==> config.mk <==
export PLATFORM = sky130hd
export DESIGN_NAME = pib_irq_bank
export DESIGN_NICKNAME = d
export VERILOG_FILES = /design/src/hw/pib_pkg.sv /design/src/hw/pib_irq_bank.sv /design/src/hw/pib_enable_reg.sv
export SDC_FILE = /design/constraint.sdc
export NUM_CORES = 1
export LEC_CHECK = 0
export BUFFER_PORTS_ARGS = -buffer_cell sky130_fd_sc_hd__buf_4
export CORE_AREA = 2 2 129 93
export DETAILED_ROUTE_END_ITERATION = 16
export DIE_AREA = 0 0 131 95
export PLACE_DENSITY = 0.46
export SLEW_MARGIN = 15
export SYNTH_ARGS = -nofsm -noshare
export SYNTH_HDL_FRONTEND = slang
export SYNTH_SLANG_ARGS = --single-unit
==> constraint.sdc <==
create_clock -name clock -period 1.8 [get_ports clock]
set_input_delay 0.36 -clock clock [delete_from_list [all_inputs] [get_ports clock]]
set_output_delay 0.36 -clock clock [all_outputs]
set_load 0.01 [all_outputs]
==> src/hw/pib_pkg.sv <==
// Constants shared by the peripheral interrupt enable bank.
// Assumes a single system clock and an 8-bit register port.
package pib_pkg;

	localparam int unsigned DATA_W    = 8;
	localparam int unsigned ADDR_W    = 4;
	localparam int unsigned NUM_BANKS = 6;
	localparam int unsigned STATUS_W  = 2;

	// Register addresses
	localparam logic [3:0] ADDR_EN_BASE   = 4'h0;
	localparam logic [3:0] ADDR_CTRL      = 4'h6;
	localparam logic [3:0] ADDR_STATUS    = 4'h7;
	localparam logic [3:0] ADDR_MASK      = 4'h8;
	localparam logic [3:0] ADDR_FLAG_BASE = 4'h9;
	localparam logic [3:0] ADDR_PEND      = 4'hf;

	// Implemented enable bits per bank
	localparam logic [7:0] IMPL_BANK_TWO   = 8'h43;
	localparam logic [7:0] IMPL_BANK_THREE = 8'hff;
	localparam logic [7:0] IMPL_BANK_FOUR  = 8'h03;
	localparam logic [7:0] IMPL_BANK_FIVE  = 8'hf1;
	localparam logic [7:0] IMPL_BANK_SIX   = 8'h03;
	localparam logic [7:0] IMPL_BANK_SEVEN = 8'h31;
	localparam logic [5:0][7:0] IMPL_MASKS = {IMPL_BANK_SEVEN, IMPL_BANK_SIX, IMPL_BANK_FIVE,
		IMPL_BANK_FOUR, IMPL_BANK_THREE, IMPL_BANK_TWO};

	// Field positions, second bank
	localparam int unsigned ZERO_CROSS_IRQ_EN_BIT     = 6;
	localparam int unsigned COMPARATOR_TWO_IRQ_EN_BIT = 1;
	localparam int unsigned COMPARATOR_ONE_IRQ_EN_BIT = 0;
	// Field positions, third bank
	localparam int unsigned SERIAL_TWO_RX_IRQ_EN_BIT      = 7;
	localparam int unsigned SERIAL_TWO_TX_IRQ_EN_BIT      = 6;
	localparam int unsigned SERIAL_ONE_RX_IRQ_EN_BIT      = 5;
	localparam int unsigned SERIAL_ONE_TX_IRQ_EN_BIT      = 4;
	localparam int unsigned SYNC_TWO_COLLISION_IRQ_EN_BIT = 3;
	localparam int unsigned SYNC_TWO_DONE_IRQ_EN_BIT      = 2;
	localparam int unsigned SYNC_ONE_COLLISION_IRQ_EN_BIT = 1;
	localparam int unsigned SYNC_ONE_DONE_IRQ_EN_BIT      = 0;
	// Field positions, fourth to seventh banks
	localparam int unsigned TIMER_TWO_MATCH_IRQ_EN_BIT    = 1;
	localparam int unsigned TIMER_ONE_OVERFLOW_IRQ_EN_BIT = 0;
	localparam int unsigned LOGIC_CELL_FOUR_IRQ_EN_BIT    = 7;
	localparam int unsigned LOGIC_CELL_ONE_IRQ_EN_BIT     = 4;
	localparam int unsigned TIMER_ONE_GATE_IRQ_EN_BIT     = 0;
	localparam int unsigned CAPCOMP_TWO_IRQ_EN_BIT        = 1;
	localparam int unsigned CAPCOMP_ONE_IRQ_EN_BIT        = 0;
	localparam int unsigned NVM_DONE_IRQ_EN_BIT           = 5;
	localparam int unsigned OSC_ROLLOVER_IRQ_EN_BIT       = 4;
	localparam int unsigned WAVEFORM_GEN_IRQ_EN_BIT       = 0;

	// Control and status fields
	localparam int unsigned PERIPHERAL_IRQ_GATE_BIT = 0;
	localparam int unsigned STAT_REQ_RISE_BIT       = 0;
	localparam int unsigned STAT_BLOCKED_BIT        = 1;

	// Reset values
	localparam logic [7:0] EN_RESET     = 8'h00;
	localparam logic [7:0] CTRL_RESET   = 8'h00;
	localparam logic [1:0] STATUS_RESET = 2'h0;
	localparam logic [1:0] MASK_RESET   = 2'h0;

endpackage : pib_pkg

==> src/hw/pib_irq_bank.sv <==
// Top of the peripheral interrupt enable bank: six enable registers,
// peripheral gate, onward request, and a small event interrupt.
// Assumes flag inputs come from peripheral logic on the same clock.
//
// Overview of operation
// [RQ1] Second bank bit 6 gates zero-cross interrupt
// [RQ2] Second bank bits 1,0 gate comparators
// [RQ3] Third bank: serial ports, synchronous ports
// [RQ4] Fourth bank: timer two match, timer one overflow
// [RQ5] Banked interrupts also need the peripheral gate
// [RQ6] Fifth bank: logic cells, timer one gate
// [RQ7] Sixth bank: capture/compare two, one
// [RQ8] Seventh bank: memory done, oscillator, waveform
// [RQ9] Enables read/write, zero after every reset
// [RQ10] Unimplemented bits read zero, ignore writes
// [RQ11] Flags stand regardless of any enable
// [RQ12] Peripheral gate allows or blocks all
// [RQ13] Request is OR of flag AND enable, gated
`timescale 1ns/100ps
module pib_irq_bank (
	// Clock, reset, enable
	input  wire  logic       clock,
	input  wire  logic       rst_n,
	input  wire  logic       ce,
	// Register port
	input  wire  logic [3:0] addr,
	input  wire  logic [7:0] wr_data,
	input  wire  logic       wr_en,
	input  wire  logic       rd_en,
	output logic       [7:0] rd_data,
	// Peripheral flags
	input  wire  logic [7:0] flags_bank_two,
	input  wire  logic [7:0] flags_bank_three,
	input  wire  logic [7:0] flags_bank_four,
	input  wire  logic [7:0] flags_bank_five,
	input  wire  logic [7:0] flags_bank_six,
	input  wire  logic [7:0] flags_bank_seven,
	// Requests
	output logic             periph_irq_req,
	output logic             irq
);

	function automatic logic bank_hit(input logic [3:0] a, input logic [3:0] base, input int unsigned idx);
		bank_hit = (a == (base + 4'(idx)));
	endfunction : bank_hit

	function automatic logic [7:0] bank_pending(input logic [7:0] f, input logic [7:0] e);
		bank_pending = f & e;
	endfunction : bank_pending

	function automatic logic [7:0] read_select(
		input logic [3:0]      a,
		input logic [5:0][7:0] e,
		input logic [5:0][7:0] f,
		input logic [7:0]      ctl,
		input logic [1:0]      st,
		input logic [1:0]      msk,
		input logic [5:0]      pv
	);
		read_select = 8'h00;
		for (int unsigned i = 0; i < pib_pkg::NUM_BANKS; i++)
		begin
			if (bank_hit(a, pib_pkg::ADDR_EN_BASE, i))
			begin
				read_select = e[i];
			end
			if (bank_hit(a, pib_pkg::ADDR_FLAG_BASE, i))
			begin
				read_select = f[i];
			end
		end
		case (a)
			pib_pkg::ADDR_CTRL:   read_select = ctl;
			pib_pkg::ADDR_STATUS: read_select = {6'h00, st};
			pib_pkg::ADDR_MASK:   read_select = {6'h00, msk};
			pib_pkg::ADDR_PEND:   read_select = {2'h0, pv};
			default:              read_select = read_select;
		endcase
	endfunction : read_select

	// Flags and enables as bank arrays
	wire logic [5:0][7:0] flags;
	wire logic [5:0][7:0] en_bank;
	wire logic [5:0]      bank_wr;
	wire logic [5:0]      pend_vec;

	assign flags = {flags_bank_seven, flags_bank_six, flags_bank_five,
		flags_bank_four, flags_bank_three, flags_bank_two};

	genvar g;
	generate
		for (g = 0; g < 6; g++)
		begin : gen_bank
			assign bank_wr[g] = wr_en && bank_hit(addr, pib_pkg::ADDR_EN_BASE, g);
			assign pend_vec[g] = |bank_pending(flags[g], en_bank[g]); // [RQ13]

			pib_enable_reg #(
				.IMPL_MASK (pib_pkg::IMPL_MASKS[g])
			) u_en (
				.clock   (clock),
				.rst_n   (rst_n),
				.ce      (ce),
				.wr_en   (bank_wr[g]),
				.wr_data (wr_data),
				.en      (en_bank[g])
			); // [RQ1] [RQ2] [RQ3] [RQ4] [RQ6] [RQ7] [RQ8]
		end
	endgenerate

	// Control, status and mask
	logic [7:0] ctrl;
	logic [1:0] status;
	logic [1:0] mask;
	logic       blocked_prev;

	wire logic       gate;
	wire logic       any_pending;
	wire logic       next_req;
	wire logic       ctrl_wr;
	wire logic       mask_wr;
	wire logic       status_rd;
	wire logic       blocked_now;
	wire logic [1:0] status_set;
	wire logic [1:0] next_status;
	wire logic [1:0] next_mask;
	wire logic       next_irq;
	wire logic [7:0] rd_mux;

	assign gate        = ctrl[pib_pkg::PERIPHERAL_IRQ_GATE_BIT];
	assign any_pending = |pend_vec; // [RQ13]
	assign next_req    = any_pending && gate; // [RQ5] [RQ12]
	assign ctrl_wr     = wr_en && (addr == pib_pkg::ADDR_CTRL);
	assign mask_wr     = wr_en && (addr == pib_pkg::ADDR_MASK);
	assign status_rd   = rd_en && (addr == pib_pkg::ADDR_STATUS);
	assign blocked_now = any_pending && !gate;

	assign status_set[pib_pkg::STAT_REQ_RISE_BIT] = next_req && !periph_irq_req;
	assign status_set[pib_pkg::STAT_BLOCKED_BIT]  = blocked_now && !blocked_prev;
	// Set beats read-clear in the same cycle
	assign next_status = (status & ~{2{status_rd}}) | status_set;
	// New mask counts at once, so irq never lags a mask write
	assign next_mask   = mask_wr ? wr_data[1:0] : mask;
	assign next_irq    = |(next_status & next_mask);

	// Flag views are raw inputs, independent of enables
	assign rd_mux = read_select(addr, en_bank, flags, ctrl, status, mask, pend_vec); // [RQ11] [RQ10]

	always_ff @(posedge clock or negedge rst_n)
	begin
		if (!rst_n)
		begin
			ctrl <= pib_pkg::CTRL_RESET;
			mask <= pib_pkg::MASK_RESET;
		end
		else if (ce)
		begin
			if (ctrl_wr)
			begin
				ctrl <= {7'h00, wr_data[pib_pkg::PERIPHERAL_IRQ_GATE_BIT]}; // [RQ10]
			end
			mask <= next_mask;
		end
	end

	always_ff @(posedge clock or negedge rst_n)
	begin
		if (!rst_n)
		begin
			status       <= pib_pkg::STATUS_RESET;
			blocked_prev <= 1'b0;
			irq          <= 1'b0;
		end
		else if (ce)
		begin
			status       <= next_status;
			blocked_prev <= blocked_now;
			irq          <= next_irq;
		end
	end

	always_ff @(posedge clock or negedge rst_n)
	begin
		if (!rst_n)
		begin
			periph_irq_req <= 1'b0;
		end
		else if (ce)
		begin
			periph_irq_req <= next_req; // [RQ13]
		end
	end

	// Read data valid only the cycle after the strobe
	always_ff @(posedge clock or negedge rst_n)
	begin
		if (!rst_n)
		begin
			rd_data <= 8'h00;
		end
		else if (ce)
		begin
			rd_data <= rd_en ? rd_mux : 8'h00;
		end
	end
endmodule : pib_irq_bank

==> src/hw/pib_enable_reg.sv <==
// One 8-bit interrupt enable register with unimplemented bits held low.
// Assumes write strobe and data come from logic on the same clock.
`timescale 1ns/100ps
module pib_enable_reg #(
	parameter logic [7:0] IMPL_MASK = 8'hff
) (
	// Clock, reset and enable
	input  wire  logic       clock,
	input  wire  logic       rst_n,
	input  wire  logic       ce,
	// Write side
	input  wire  logic       wr_en,
	input  wire  logic [7:0] wr_data,
	// Stored enables
	output logic       [7:0] en
);

	wire logic [7:0] next_en;

	// Writes to unimplemented positions are dropped
	assign next_en = wr_data & IMPL_MASK; // [RQ10]

	always_ff @(posedge clock or negedge rst_n)
	begin
		if (!rst_n)
		begin
			en <= pib_pkg::EN_RESET; // [RQ9]
		end
		else if (ce && wr_en)
		begin
			en <= next_en; // [RQ9]
		end
	end
endmodule : pib_enable_reg

==> results.yml <==
synth:
  synthesis.instances: 297
  post_synthesis_adder_cell_area_fraction: 0
  synth_top_family_by_area: "compound AO/OA/AOI/OAI gates"
  multiplexer_share_of_the_synthesized_area: 0.1353
  synth_warnings: 0
  synthXorXnorAreaFrac: 0
  synth-compound-area-share: 0.2629
  ys_async_sr_fraction: 1.000
  synth_flop_cell: "sky130_fd_sc_hd__dfrtp_1"
  synth_simple_gate_area_share: 0.1889
  netlist_area_um2: 2755
  synth.largest_area_cell: "sky130_fd_sc_hd__dfrtp_1"
  synth.avg_cell_area_um2: 9.277
  synth_fp_nets: 362
  most_instantiated_cells_after_synthesis: "sky130_fd_sc_hd__dfrtp_1, sky130_fd_sc_hd__nand2_1, sky130_fd_sc_hd__mux2_2"
  synth_enable_flop_cells: 0
  synth_seq_cells: 39
  synth_area_leaders: "sky130_fd_sc_hd__dfrtp_1, sky130_fd_sc_hd__mux2_2, sky130_fd_sc_hd__nand2_1"
  synth_most_common_cell: "sky130_fd_sc_hd__dfrtp_1"
  proportion_of_synthesized_chip_area_in_sequential_cells: 0.3542
  yosysTopAreaCellShare: 0.3542
  synth.distinct_cells: 59
critical_path:
  critical_path.max_fanout: 3
  crit_arrival_ns: 1.87
  end_kind: "register"
  startpoint: "gen_bank[3].u_en.en[4]"
  path_delay_family: "compound AO/OA/AOI/OAI gates"
  critPathLaunchType: "register"
  timing.critical_path.slowest_cell_delay_ns: 0.40
  critPathKind: "register to register"
  cp.required_ns: 1.97
  critical_path.slowest_cell: "sky130_fd_sc_hd__dfrtp_1"
  critical_path.cell_chain: "a222oi_1 > inv_1 > a221oi_2 > buf_4 > a31oi_2 > a32o_1"
  cp_num_buf_inv: 2
  worst_r2r_startpoint: "gen_bank[3].u_en.en[4]"
final_layout:
  num_antenna_cells: 0
  fin_nets: 471
  layout-area-overhead-vs-synth_pct: 41.24
  filler_cell_count: 1178
  post_route_cells_drive_above_1_share: 0.4148
  final_cell_area_um2: 3891
  seqCellArea_um2: 975.9
  multiInputGateArea_um2: 1635
timing:
  hold_violations: 0
  fmax_mhz: 589.9
  final_worst_clock_skew_ns: 0.005174
  layout_min_cycle_time_ns: 1.695
  timing.final.crit_share: 0.9418
  actual_transition_at_the_worst_max_transition_pin_ns: 0.5187
  timing.slew.headroom: 0.6542
  max_slew_violation_count: 0
  rsz0062_at_grt: "false"
  setup_viol_count_final: 0
  postLayoutSetupSlackWorst_ns: 0.1047
global_routing:
  grt_pass1_wl_um: 16390
  grt_util_all_layers: 0.1780
  grt_max_degree: 40
  first_global_vias: 2875
  antenna_found_initial: 0
  grt_remaining_overflow: 0
floorplanning:
  die_w_um: 131
  rows: 33
  die-area_um2: 12450
  floorplan.initialDensity: 0.2426
  placeableCoreArea_um2: 11350
  die_y_extent_um: 95
  ioPinCount: 75
placed_design:
  gpl.final_weighted_congestion: 0.9169
  hpwl_um: 8665
  number_of_buffers_added_on_ports: 74
  post_dp_cell_area_um2: 3745
  placement.setup.worst_slack_ns: -0.1219
route:
  routed_met2_length_um: 4444
  drt_iter0_markers: 263
  route.layer.met1.wl_um: 5320
  route.detailed.vias_per_inst: 5.192
  postRouteAntennaNets: 0
  wl_met3_um: 738
  via_count: 2918
  firstDrtPassIters: 6
  wl_per_cell_um: 18.99
  drt_drc_violations_left: 0
  drt_wl_total_um: 10670
  dr.max_layer_used: "met4"
clock_network:
  numCtsBuffers: 5
  ctsHoldBuffers: 0
  cts_tree: "yes"
  cts.reportedPaths.clkPinSlew_ns: 0.06
  clock-sinks: 39
  deepest_clock_path_buffer_count: 2
  worst_skew_pair.late_latency_ns: 0.29
  cts_root_buf: "sky130_fd_sc_hd__clkbuf_16"
  htree_levels: 2
pwr:
  worst_ir_drop_vdd_v: 0.0003022
  powerDensity_nw_per_um2: 756.5
  power.static_leakage_nw: 1.759
hold_path:
  timing.hold.worst.class: "input port to async pin"
status:
  run_status: "finished clean"
job:
  max_cap_violations: 0
==> logic make-up after synthesis <==
kind of cell,Yosys count
DFF,39
buffers and inverters,27
and+or+nand+nor,96
AOI/OAI and AO/OA,101
muxes,34
==> sequential cells by signal (all words and copies together) (netlist names) <==
| signal | count |
|---|---|
| mask | 2 |
| rd_data | 8 |
| blocked_prev | 1 |
| ctrl | 1 |
| status | 2 |
| periph_irq_req | 1 |
| gen_bank.u_en.en | 23 |
| irq | 1 |
==> metal layers <==
| metal | vias to the layer above | global-route usage |
|---|---|---|
| met3 | 16 | 0.03513 |
| met1 | 1432 | 0.2645 |
| met4 | 0 | 0.05053 |
| met2 | 113 | 0.2591 |
| li1 | 1357 | - |
| met5 | - | 0 |
==> cell type report <==
type | instances | area share
multi-input cells | 231 | 0.4203
flip-flops and latches | 39 | 0.2508
repair buffers | 122 | 0.2386
well taps | 157 | 0.05048
clock buffers | 6 | 0.03312
inverters | 7 | 0.006752
==> through the flow <==
step / utilization / TNS [ns] / total power [mW] / hold slack, ns / std cells
CTS: 0.3412 / 0 / 2.947 / 0.07071 / 562
global placement: 0.3298 / -0.8848 / 2.107 / 0.3729 / 556
finish: 0.3427 / 0 / 2.944 / 0.03255 / 562
floorplan: - / 0 / 1.616 / 0.06441 / 297
detailed placement: 0.3298 / -1.429 / 2.112 / 0.3743 / 556
global route: 0.3427 / 0 / 3.112 / 0.08415 / 562
==> final timing paths <==
kind                                     endpoint  slack, ns  depth (start not counted)
max                                     status[1]       0.10                          6
min                        gen_bank[1].u_en.en[2]       0.03                          1
max reg2reg                             status[1]       0.10                          6
min reg2reg                            rd_data[5]       0.53                          1
max in group asynchronous              rd_data[2]       1.38                          1
min in group clock         gen_bank[1].u_en.en[2]       0.31                          2
==> power breakdown <==
group          switching [mW]  total, mW  internal [mW]
combinational           0.441      0.926          0.485
sequential              0.149       1.19           1.04
clock                   0.331      0.828          0.498
==> timing repair <==
action	4_1_cts	5_1_grt
endpoints found under the setup margin	1	5
gates cloned	0	0
setup buffers	0	0
resized for setup	0	4
pin swaps	1	3
==> placed cells by master, fill, tap and decap left out, types with 2 or more instances in the layout <==
| cell | synthesis | final |
|---|---|---|
| sky130_fd_sc_hd__dfrtp_1 | 39 | 39 |
| sky130_fd_sc_hd__o311ai_0 | 3 | 2 |
| sky130_fd_sc_hd__nand4_1 | 6 | 6 |
| sky130_fd_sc_hd__nand2_1 | 32 | 32 |
| sky130_fd_sc_hd__o21ai_0 | 19 | 19 |
| sky130_fd_sc_hd__inv_1 | 7 | 7 |
| sky130_fd_sc_hd__a21oi_1 | 20 | 20 |
| sky130_fd_sc_hd__o221a_1 | 2 | 2 |
| sky130_fd_sc_hd__and2_1 | 3 | 3 |
| sky130_fd_sc_hd__nor2_1 | 12 | 12 |
| sky130_fd_sc_hd__a22oi_1 | 12 | 12 |
| sky130_fd_sc_hd__a31oi_1 | 3 | 2 |
| sky130_fd_sc_hd__a32o_1 | 2 | 2 |
| sky130_fd_sc_hd__a32oi_1 | 4 | 4 |
| sky130_fd_sc_hd__nor3_1 | 9 | 9 |
| sky130_fd_sc_hd__a221o_1 | 2 | 2 |
| sky130_fd_sc_hd__o31ai_1 | 2 | 2 |
| sky130_fd_sc_hd__nand2b_1 | 7 | 7 |
| sky130_fd_sc_hd__o32ai_1 | 2 | 2 |
| sky130_fd_sc_hd__a21o_1 | 4 | 4 |
| sky130_fd_sc_hd__nor2b_1 | 4 | 4 |
| sky130_fd_sc_hd__a211oi_1 | 4 | 4 |
| sky130_fd_sc_hd__mux2i_1 | 8 | 8 |
| sky130_fd_sc_hd__clkbuf_16 | 0 | 5 |
| sky130_fd_sc_hd__mux2_2 | 26 | 26 |
| sky130_fd_sc_hd__a22o_1 | 4 | 4 |
| sky130_fd_sc_hd__buf_4 | 6 | 121 |
| sky130_fd_sc_hd__a222oi_1 | 3 | 3 |
| sky130_fd_sc_hd__o21ai_2 | 2 | 2 |
| sky130_fd_sc_hd__nand3_1 | 8 | 7 |
No activity file was read; power rests on OpenSTA's default activity.
